File: config.mk
export PLATFORM = sky130hd
export DESIGN_NAME = tid_tap
export DESIGN_NICKNAME = d
export VERILOG_FILES = /design/src/include/tid_pkg.sv /design/src/tid_tap.sv /design/src/tid_decode.sv
export VERILOG_INCLUDE_DIRS = /design/src /design/src/include
export SDC_FILE = /design/constraint.sdc
export NUM_CORES = 1
export LEC_CHECK = 0
export BUFFER_PORTS_ARGS = -buffer_cell sky130_fd_sc_hd__clkbuf_2
export CAP_MARGIN = 20
export CORE_MARGIN = 2
export CORE_UTILIZATION = 60
export CTS_BUF_LIST = sky130_fd_sc_hd__clkbuf_4 sky130_fd_sc_hd__clkbuf_8
export CTS_CLUSTER_DIAMETER = 100
export DETAILED_ROUTE_END_ITERATION = 8
export PLACE_DENSITY = 0.8
export SYNTH_ARGS = -nofsm -noshare
export SYNTH_HDL_FRONTEND = slang
export SYNTH_SLANG_ARGS = --single-unit
export TNS_END_PERCENT = 5
File: constraint.sdc
create_clock -name clock -period 6.71 [get_ports clock]
set_clock_uncertainty 0.05 [all_clocks]
set_input_delay 0.3355 -clock clock [delete_from_list [all_inputs] [get_ports clock]]
set_output_delay 0.3355 -clock clock [all_outputs]
set_load 0.005 [all_outputs]
File: src/include/tid_defines.svh
/*
 * Holds the instruction codes, register lengths and reset values of the
 * boundary-scan test port. Assumes inclusion by bare name from design files.
 */
`ifndef TID_DEFINES_SVH
`define TID_DEFINES_SVH

// Instruction width and codes, MSB written leftmost
`define TID_IR_W 3
`define TID_OP_EXTEST 3'h0
`define TID_OP_IDCODE 3'h1
`define TID_OP_SAMPLE_Z 3'h2
`define TID_OP_RSV_A 3'h3
`define TID_OP_SAMPLE 3'h4
`define TID_OP_RSV_B 3'h5
`define TID_OP_RSV_C 3'h6
`define TID_OP_BYPASS 3'h7
// Fixed capture pattern in the instruction register's two low bits
`define TID_IR_CAPTURE 2'h1
// Register lengths and the default boundary chain length
`define TID_ID_W 32
`define TID_BSR_W 16
// Consecutive high TMS samples that force Test-Logic-Reset
`define TID_RESET_TMS_COUNT 5
// Identification code store, arbitrary value, lsb set per convention
`define TID_ID_VALUE 32'h0a5c_0001

`endif

File: src/include/tid_pkg.sv
/*
 * Holds the types of the boundary-scan test port: controller states and
 * the selected data path. Assumes nothing beyond a SystemVerilog compiler.
 */
package tid_pkg;

    // TAP controller states
    typedef enum logic [3:0] {
        TID_RESET, TID_IDLE, TID_SEL_DR, TID_CAP_DR, TID_SHF_DR, TID_EX1_DR,
        TID_PAU_DR, TID_EX2_DR, TID_UPD_DR, TID_SEL_IR, TID_CAP_IR, TID_SHF_IR,
        TID_EX1_IR, TID_PAU_IR, TID_EX2_IR, TID_UPD_IR
    } tid_state_t;

    // Data register placed between the serial input and output
    typedef enum logic [1:0] {
        TID_PATH_BSR, TID_PATH_ID, TID_PATH_BYP
    } tid_path_t;

endpackage

File: src/tid_tap.sv
/*
 * Boundary-scan test access port of the memory: TAP controller,
 * instruction register, bypass, identification and boundary chain.
 * Assumes test pins arrive asynchronously to clock, which runs well
 * above the test clock so its edges can be found by sampling.
 */
`include "tid_defines.svh"

// Behaviour
// - Sample-Z holds memory outputs high-impedance, captures ring
// - Sample-Z shifts the boundary chain in Shift-DR
// - Reserved codes behave exactly like bypass
// - All-zeros code selects the boundary chain
// - Sample/preload captures ring, selects chain, outputs untouched
// - Identification code preloads and selects the ID register
// - Identification instruction loaded at reset and Test-Logic-Reset
// - All-ones code selects the single-bit bypass
// - Codes read MSB leftmost, LSB rightmost
// - Instruction register three bits, loaded when selected
// - Capture-IR loads 01 into low bits
// - New instruction applies only at Update-IR
// - Five high TMS edges enter Test-Logic-Reset
module tid_tap
    import tid_pkg::*;
#(
    parameter int BSR_W = `TID_BSR_W,
    parameter logic [`TID_ID_W-1:0] ID_VALUE = `TID_ID_VALUE
)
(
    // Clock and reset
    input wire logic clock,
    input wire logic rst_n,
    // Test pins
    input wire logic tck,
    input wire logic tms,
    input wire logic tdi,
    output logic tdo,
    output logic tdo_oe,
    // Memory ring levels and output control
    input wire logic [BSR_W-1:0] ring_in,
    output logic mem_out_hiz,
    output logic [BSR_W-1:0] ring_out,
    output logic extest_drive
);

    logic [1:0] rst_sync;
    logic rst_s_n;
    logic [2:0] pin_a;
    logic [2:0] pin_b;
    logic tck_q;
    logic tck_rise;
    logic tck_fall;
    tid_state_t state;
    tid_state_t next_state;
    logic [`TID_IR_W-1:0] ir_shift;
    logic [`TID_IR_W-1:0] ir;
    logic bypass_bit;
    logic [`TID_ID_W-1:0] id_shift;
    logic [BSR_W-1:0] bsr;
    logic [BSR_W-1:0] bsr_upd;
    logic [BSR_W-1:0] ring_a;
    logic [BSR_W-1:0] ring_b;
    logic tdo_next;
    tid_path_t path;
    logic force_hiz;

    // Reset release through two flip-flops
    always_ff @(posedge clock or negedge rst_n) begin
        if (!rst_n) begin
            rst_sync <= 2'h0;
        end else begin
            rst_sync <= {rst_sync[0], 1'b1};
        end
    end
    assign rst_s_n = rst_sync[1];

    // Two-stage synchronisers for tck, tms, tdi
    always_ff @(posedge clock or negedge rst_s_n) begin
        if (!rst_s_n) begin
            pin_a <= 3'h0;
            pin_b <= 3'h0;
            tck_q <= 1'b0;
        end else begin
            pin_a <= {tck, tms, tdi};
            pin_b <= pin_a;
            tck_q <= pin_b[2];
        end
    end
    assign tck_rise = pin_b[2] & ~tck_q;
    assign tck_fall = ~pin_b[2] & tck_q;

    // Ring levels follow the memory's own timing; two stages before capture
    always_ff @(posedge clock or negedge rst_s_n) begin
        if (!rst_s_n) begin
            ring_a <= '0;
            ring_b <= '0;
        end else begin
            ring_a <= ring_in;
            ring_b <= ring_a;
        end
    end

    // Next TAP state from synchronised tms; five highs reach reset
    always_comb begin
        case (state)
            TID_RESET: next_state = pin_b[1] ? TID_RESET : TID_IDLE;
            TID_IDLE: next_state = pin_b[1] ? TID_SEL_DR : TID_IDLE;
            TID_SEL_DR: next_state = pin_b[1] ? TID_SEL_IR : TID_CAP_DR;
            TID_CAP_DR: next_state = pin_b[1] ? TID_EX1_DR : TID_SHF_DR;
            TID_SHF_DR: next_state = pin_b[1] ? TID_EX1_DR : TID_SHF_DR;
            TID_EX1_DR: next_state = pin_b[1] ? TID_UPD_DR : TID_PAU_DR;
            TID_PAU_DR: next_state = pin_b[1] ? TID_EX2_DR : TID_PAU_DR;
            TID_EX2_DR: next_state = pin_b[1] ? TID_UPD_DR : TID_SHF_DR;
            TID_UPD_DR: next_state = pin_b[1] ? TID_SEL_DR : TID_IDLE;
            TID_SEL_IR: next_state = pin_b[1] ? TID_RESET : TID_CAP_IR;
            TID_CAP_IR: next_state = pin_b[1] ? TID_EX1_IR : TID_SHF_IR;
            TID_SHF_IR: next_state = pin_b[1] ? TID_EX1_IR : TID_SHF_IR;
            TID_EX1_IR: next_state = pin_b[1] ? TID_UPD_IR : TID_PAU_IR;
            TID_PAU_IR: next_state = pin_b[1] ? TID_EX2_IR : TID_PAU_IR;
            TID_EX2_IR: next_state = pin_b[1] ? TID_UPD_IR : TID_SHF_IR;
            TID_UPD_IR: next_state = pin_b[1] ? TID_SEL_DR : TID_IDLE;
            default: next_state = TID_RESET;
        endcase
    end

    // State advances on each test clock rising edge; power-up is reset
    always_ff @(posedge clock or negedge rst_s_n) begin
        if (!rst_s_n) begin
            state <= TID_RESET;
        end else if (tck_rise) begin
            state <= next_state;
        end
    end

    // Instruction shift register, selected only in the IR column
    always_ff @(posedge clock or negedge rst_s_n) begin
        if (!rst_s_n) begin
            ir_shift <= `TID_OP_IDCODE;
        end else if (tck_rise) begin
            if (state == TID_CAP_IR) begin
                ir_shift <= {1'b0, `TID_IR_CAPTURE};
            end else if (state == TID_SHF_IR) begin
                ir_shift <= {pin_b[0], ir_shift[`TID_IR_W-1:1]};
            end
        end
    end

    // Instruction in force changes only at Update-IR or reset
    always_ff @(posedge clock or negedge rst_s_n) begin
        if (!rst_s_n) begin
            ir <= `TID_OP_IDCODE;
        end else if (state == TID_RESET) begin
            ir <= `TID_OP_IDCODE;
        end else if (tck_fall && state == TID_UPD_IR) begin
            ir <= ir_shift;
        end
    end

    tid_decode u_decode (
        .instr(ir),
        .path(path),
        .force_hiz(force_hiz)
    );

    // Data registers: capture and shift on the selected path
    always_ff @(posedge clock or negedge rst_s_n) begin
        if (!rst_s_n) begin
            bypass_bit <= 1'b0;
            id_shift <= '0;
            bsr <= '0;
        end else if (tck_rise && state == TID_CAP_DR) begin
            bypass_bit <= 1'b0;
            if (path == TID_PATH_ID) begin
                id_shift <= ID_VALUE;
            end
            if (path == TID_PATH_BSR) begin
                bsr <= ring_b;
            end
        end else if (tck_rise && state == TID_SHF_DR) begin
            case (path)
                TID_PATH_BYP: bypass_bit <= pin_b[0];
                TID_PATH_ID: id_shift <= {pin_b[0], id_shift[`TID_ID_W-1:1]};
                TID_PATH_BSR: bsr <= {pin_b[0], bsr[BSR_W-1:1]};
                default: bypass_bit <= pin_b[0];
            endcase
        end
    end

    // Serial output source for the current state and path
    always_comb begin
        if (state == TID_SHF_IR) begin
            tdo_next = ir_shift[0];
        end else begin
            case (path)
                TID_PATH_ID: tdo_next = id_shift[0];
                TID_PATH_BSR: tdo_next = bsr[0];
                default: tdo_next = bypass_bit;
            endcase
        end
    end

    // Serial output changes on the test clock falling edge
    always_ff @(posedge clock or negedge rst_s_n) begin
        if (!rst_s_n) begin
            tdo <= 1'b0;
            tdo_oe <= 1'b0;
        end else if (tck_fall) begin
            tdo <= tdo_next;
            tdo_oe <= (state == TID_SHF_IR) || (state == TID_SHF_DR);
        end
    end

    // Boundary update latch and memory output controls
    always_ff @(posedge clock or negedge rst_s_n) begin
        if (!rst_s_n) begin
            bsr_upd <= '0;
            ring_out <= '0;
            mem_out_hiz <= 1'b0;
            extest_drive <= 1'b0;
        end else begin
            if (tck_fall && state == TID_UPD_DR && path == TID_PATH_BSR) begin
                bsr_upd <= bsr;
            end
            ring_out <= bsr_upd;
            mem_out_hiz <= force_hiz;
            extest_drive <= (ir == `TID_OP_EXTEST);
        end
    end

endmodule

File: src/tid_decode.sv
/*
 * Decodes the active 3-bit instruction into the data path selection and
 * the output high-impedance request. Assumes a stable, held instruction.
 */
`include "tid_defines.svh"

module tid_decode
    import tid_pkg::*;
(
    // Instruction in force
    input wire logic [`TID_IR_W-1:0] instr,
    // Decoded controls
    output tid_path_t path,
    output logic force_hiz
);

    // Code to path, reserved codes act as bypass
    always_comb begin
        force_hiz = 1'b0;
        case (instr)
            `TID_OP_EXTEST: path = TID_PATH_BSR;
            `TID_OP_IDCODE: path = TID_PATH_ID;
            `TID_OP_SAMPLE_Z: begin
                path = TID_PATH_BSR;
                force_hiz = 1'b1;
            end
            `TID_OP_SAMPLE: path = TID_PATH_BSR;
            `TID_OP_BYPASS: path = TID_PATH_BYP;
            default: path = TID_PATH_BYP;
        endcase
    end

endmodule

== After elaboration in Yosys (flattened, before gate mapping) ==
Cells that the tools add are included.
Storage, ports and cells
  bits in registers: 136
  latch bits: 0
  RAM bits: 0
  ROM bits: 0
  input port bits: 21
  output and inout port bits: 20
  word-level logic and storage cells: 95
  memories: 0
Operators by class
  add/subtract/negate cells: 0
  multipliers: 0
  div/mod/pow operators: 0
  $lt $le $gt $ge: 0
  eq/ne operators: 20
  shifts and indexed selects: 0
  muxes and demuxes: 32
  bitwise logic cells: 4
  reduce and logical (&&, ||, !) cells: 21
Operators with widths (count)
  $mux W32: 4
  $mux W16: 4
  $pmux W4 S12: 1
  $eq A4 B4 Y1 const B: 8
  $mux W3: 6
  $eq A4 B3 Y1 const B: 4
  $mux W4: 4
  $eq A4 B2 Y1 const B: 2
  $mux W1: 8
  $reduce_and A2 Y1: 4
  $mux W2: 3
  $reduce_bool A2 Y1: 3
  $reduce_or A2 Y1: 3
  $reduce_or A3 Y1: 2
  $logic_and A1 B1 Y1: 5
  $eq A4 B1 Y1 const B: 1
  $logic_not A4 Y1: 1
  $pmux W2 S2: 1
  $eq A3 B1 Y1 const B: 1
  $eq A3 B2 Y1 const B: 1
  $eq A3 B3 Y1 const B: 1
  $logic_not A3 Y1: 1
  $and A1 B1 Y1: 2
  $eq A2 B1 Y1 const B: 1
  5 further kinds: 6

== Depth between registers and ports, before layout ==
  depth in word-level cells: 8
  gate-level depth with buffers: 6
  mapped depth without buffers: 4

== By module ==
A second synthesis with hierarchy kept.
Second synthesis, totals
  cells, all modules: 408
  area total of the unflattened synthesis: 4976.0 sq um
By module, submodules not included
  tid_tap: instances 1, cells an instance 405, area an instance 4949.7 sq um, sequential area each 3405.8 sq um
  tid_decode: instances 1, cells an instance 3, area an instance 26.3 sq um, sequential area each 0.0 sq um

== Least setup slack after synthesis ==
No wires, ideal clock.
  path type: register to register
  start: register ir[0]
  end: register bsr_upd[10]
  library setup time: 0.128 ns
  data arrival time: 1.556 ns
  data required time: 6.532 ns
  path slack: 4.977 ns
  stages on the path, launching flop included: 6
  buffers on the path: 2
  period minus slack after synthesis: 1.733 ns
  cell sequence: dfstp_2 clkbuf_1 a21oi_2 nand4_2 buf_2 mux2_1
Between the ends
  longest elaborated chain between the ends: 5
  elaborated cells on any way between the ends: 8
  classes of those cells: 3 x eq/ne; 1 x mux; 4 x reduce/logical
Ends and longest elaborated chain
  from (decl): line tid_tap.sv:56  | logic [`TID_IR_W-1:0] ir;
  from (signal assigned): line tid_tap.sv:151  | ir <= `TID_OP_IDCODE;
  from (signal assigned): line tid_tap.sv:153  | ir <= `TID_OP_IDCODE;
  from (signal assigned): line tid_tap.sv:155  | ir <= ir_shift;
  $eq A3 B2 Y1 (tied with other cells): line tid_decode.sv:20  | case (instr)
  $reduce_or A3 Y1 (no source line)
  $pmux W2 S2 *: line tid_decode.sv:20
  $logic_not A2 Y1 *: line tid_tap.sv:221  | if (tck_fall && state == TID_UPD_DR && path == TID_PATH_BSR) begin
  $logic_and A1 B1 Y1 *: line tid_tap.sv:221
  to (signal assigned): line tid_tap.sv:222  | bsr_upd <= bsr;
  to (decl): line tid_tap.sv:60  | logic [BSR_W-1:0] bsr_upd;
Every way passes the cells marked *; elsewhere a longest branch is shown, timed or not.
A chain may end at the register's enable or synchronous reset.

== Final worst setup path ==
  start: register pin_b[2]
  end: register id_shift[31]
Between the ends
  longest elaborated chain between the ends: 4
  elaborated cells on any way between the ends: 6
  classes of those cells: 1 x mux; 1 x bitwise; 4 x reduce/logical
Ends and longest elaborated chain
  from (decl): line tid_tap.sv:49  | logic [2:0] pin_b;
  from (signal assigned): line tid_tap.sv:85  | pin_b <= pin_a;
  $and A1 B1 Y1 *: line tid_tap.sv:89  | assign tck_rise = pin_b[2] & ~tck_q;
  $logic_and A1 B1 Y1, on equally long branches: line tid_tap.sv:171, tid_tap.sv:179
  $reduce_bool A2 Y1 (no source line)
  $reduce_and A2 Y1 (no source line)
  to (signal assigned): line tid_tap.sv:182  | TID_PATH_ID: id_shift <= {pin_b[0], id_shift[`TID_ID_W-1:1]};
  to (decl): line tid_tap.sv:58  | logic [`TID_ID_W-1:0] id_shift;
Marked as above.

==> results.toml <==
[cells_and_area]
design.final.nets = 491
n_antenna_cell = 0
final_layout_size_suffix_gt1_share_pct = 18.6
utilization_pct = 72.5
final_cell_area_mm2 = 0.00589
area.growth.synth_to_final_pct = 18.3
post_route_insts_no_fill = 588

[floorplan]
design.portCount = 41
core_mm2 = 0.00813
fp-row-count = 33
die_height_um = 95.1
die_width_um = 95.1
initial_core_util_pct = 61.2
design.die.area_mm2 = 0.00905

[synthesis]
syn-mean-instance-area_um2 = 12.2
postSynthNetCount = 430
yosysWarningCount = 0
post_synth_num_cell_types = 45
synth_flop_cell = "sky130_fd_sc_hd__dfrtp_1"
number_of_flops_mapped_to_enable_cells_by_yosys = 0
asyncSetResetFlopFracSynth_pct = 100
synth.yosys.seq_area_share_pct = 68.4
syn-instance-count = 409
synth.ff_latch_count = 136
synthesis.area_mm2 = 0.00498

[clock_network]
cts_buffers = 17
clk_transition_reported_paths_ns = 0.09
cts-htree-levels = 4
number_of_buffers_inserted_by_hold_repair_at_cts = 20
clk-insertion-delay-late_ns = 0.43
clock-sinks = 136
post-cts-setup-buffers = 0
ctsResizeCount = 0
clk_root_buffer_cell = "sky130_fd_sc_hd__clkbuf_8"
maximum_number_of_buffers_from_clock_root_to_sink = 2
clock_tree_from_tritoncts = "yes"

[sta]
relSlewSlack_pct = 36.3
fmaxAchievable_ghz = 0.391
post-route-period-util_pct = 38.1
worst_pin_slew_ns = 0.955
hold_violations = 0
rsz0062_at_grt = "no"
setup_viol = 0
post_layout_worst_setup_margin_ns = 4.15
maxSlewViolCount = 0
period_minus_slack_ns = 2.56
finalSetupTns_ns = 0

[global_route]
grt_first_pass_wirelength_mm = 14.7
grt_start_max_net_pins = 81
grt_antenna_before_repair = 0
remaining_overflow_grt = 0
grt_util_all_layers_pct = 21.8
number_of_global_route_vias_before_repair = 3081

[route]
wire_per_inst_um = 15.1
detail-route-antenna-nets = 0
drt_pre_antenna_iters = 5
detailroute.via_count = 3155
remaining_drc_errors = 0
drt_total_wl_mm = 8.89
avgViaCountPerCell = 5.37
drtIter0Drc = 237

[placed_design]
preCtsSetupSlack_ns = 4.18
dpl-instance-area_mm2 = 0.00526
place.detailed.instances = 536
port-buffer-count = 40
final_replace_weighted_congestion = 0.851
hpwl_mm = 5.15

[critical_path]
worst-path-max-fanout = 25
cp-startpoint = "pin_b[2]"
crit_required_ns = 6.97
crit_type = "flip-flop to flip-flop"
crit_path_end_kind = "flip-flop"
crit-reg2reg-launch = "pin_b[2]"
start_kind = "flip-flop"
worst_endpoint_data_arrival_time_ns = 2.82

[outcome]
outcome = "complete, no violations"

[hold_path]
hold_class = "input pin to asynchronous set/reset pin"

[power_and_ir_drop]
power-per-cell-area_mw_per_mm2 = 323
total_leakage_power_uw = 0.00269
power.ir.vdd_worst_v = 0.000259

[run]
cap_viol_max_count = 0
-- cell families after synthesis --
logic type | Yosys count | share of synthesized area, %
buffers and inverters | 25 | 2.41
other | 1 | 0.0753
AOI/OAI and AO/OA | 82 | 9.67
and+or+nand+nor | 129 | 11.8
DFF | 136 | 68.4
muxes | 36 | 7.69
-- where the power goes --
group          total, uW  leakage (uW)  internal (uW)  switching, uW
clock network        735      0.000226            386            349
registers            958       0.00179            876           81.9
logic                208      0.000677           90.1            118
-- synthesized netlist by cell type (2+ instances only) --
master	n	area [um2]
sky130_fd_sc_hd__mux2_1	16	180
sky130_fd_sc_hd__clkbuf_1	10	37.5
sky130_fd_sc_hd__o21ai_0	5	25.0
sky130_fd_sc_hd__a211oi_1	3	22.5
sky130_fd_sc_hd__inv_2	2	7.51
sky130_fd_sc_hd__nor2_1	17	63.8
sky130_fd_sc_hd__o211ai_1	2	15.0
sky130_fd_sc_hd__nor3b_2	2	25.0
sky130_fd_sc_hd__mux2_2	2	22.5
sky130_fd_sc_hd__a31oi_1	2	12.5
sky130_fd_sc_hd__o21ai_1	49	245
sky130_fd_sc_hd__dfrtp_1	134	3350
sky130_fd_sc_hd__a21oi_1	9	45.0
sky130_fd_sc_hd__nor3_1	3	15.0
sky130_fd_sc_hd__nand2_1	83	312
sky130_fd_sc_hd__nand3_1	3	15.0
sky130_fd_sc_hd__nor3b_1	3	22.5
sky130_fd_sc_hd__buf_4	2	15.0
sky130_fd_sc_hd__nor2b_1	6	37.5
sky130_fd_sc_hd__mux2i_1	18	180
sky130_fd_sc_hd__dfstp_2	2	52.6
sky130_fd_sc_hd__buf_2	9	45.0
sky130_fd_sc_hd__nand2b_1	3	18.8
sky130_fd_sc_hd__a32o_1	2	20.0
sky130_fd_sc_hd__and2_1	2	12.5
-- state kept, by name (all words and copies together) (netlist names), 2 cells and up --
name      flops
bsr          16
state         4
ring_out     16
ring_b       16
ir_shift      3
id_shift     32
bsr_upd      16
pin_a         3
pin_b         3
ir            3
ring_a       16
rst_sync      2
-- final timing paths --
check / end / slack, ns / depth (start not counted)
max: id_shift[31] / 4.15 / 4
min: rst_sync[1] / 0.18 / 2
max reg2reg: id_shift[31] / 4.15 / 4
min reg2reg: ring_b[3] / 0.30 / 0
max in group asynchronous: state[0] / 4.89 / 1
min in group clock: ring_b[3] / 0.30 / 0
-- worst max-delay path: stages, from the launching register on --
cell and delay (ns):
sky130_fd_sc_hd__dfrtp_1 0.43, sky130_fd_sc_hd__nor2b_1 0.62, sky130_fd_sc_hd__nand2_1 0.68, sky130_fd_sc_hd__and2_1 0.40, sky130_fd_sc_hd__mux2_2 0.26
-- placed cells by master (no fill, tap or decap), types with 3 or more instances in the layout --
cell	Yosys	layout
sky130_fd_sc_hd__nor3b_1	3	3
sky130_fd_sc_hd__nor3_1	3	3
sky130_fd_sc_hd__dlygate4sd3_1	0	20
sky130_fd_sc_hd__mux2_1	16	16
sky130_fd_sc_hd__nand2_1	83	83
sky130_fd_sc_hd__dfrtp_1	134	133
sky130_fd_sc_hd__inv_6	0	5
sky130_fd_sc_hd__mux2i_1	18	18
sky130_fd_sc_hd__a21oi_1	9	9
sky130_fd_sc_hd__nand3_1	3	3
sky130_fd_sc_hd__nand2b_1	3	3
sky130_fd_sc_hd__o21ai_0	5	5
sky130_fd_sc_hd__bufinv_16	0	3
sky130_fd_sc_hd__nor2b_1	6	6
sky130_fd_sc_hd__inv_8	0	5
sky130_fd_sc_hd__clkbuf_8	0	17
sky130_fd_sc_hd__a211oi_1	3	3
sky130_fd_sc_hd__clkbuf_2	0	40
sky130_fd_sc_hd__o21ai_1	49	49
sky130_fd_sc_hd__buf_4	2	3
sky130_fd_sc_hd__nor2_1	17	17
-- cell type report --
cell class	count	area (um2)
sequential	136	3410
fill	527	2240
multi-input combinational	248	1470
timing repair buffer	64	438
clock buffer	17	234
clock inverter	15	204
tap	105	131
inverter	3	11.3
-- through the flow --
| stage | hold slack [ns] | total power, uW |
|---|---|---|
| global route | 0.167 | 2000 |
| global placement | 0.0711 | 1160 |
| finish | 0.177 | 1900 |
| floorplan | -0.0101 | 1120 |
| CTS | 0.141 | 1910 |
| detailed placement | 0.0774 | 1170 |
-- per-layer routing --
metal | wire length (um) | up-vias | share of wire (%) | GRT usage [%]
li1 | - | 1514 | - | -
met1 | 3890 | 1566 | 44 | 28.3
met2 | 4600 | 63 | 52 | 35.2
met3 | 270 | 12 | 3.0 | 6.56
met4 | 131 | 0 | 1.5 | 7.85
met5 | 0 | - | 0 | 0
Power figures use the tool's default switching activity.
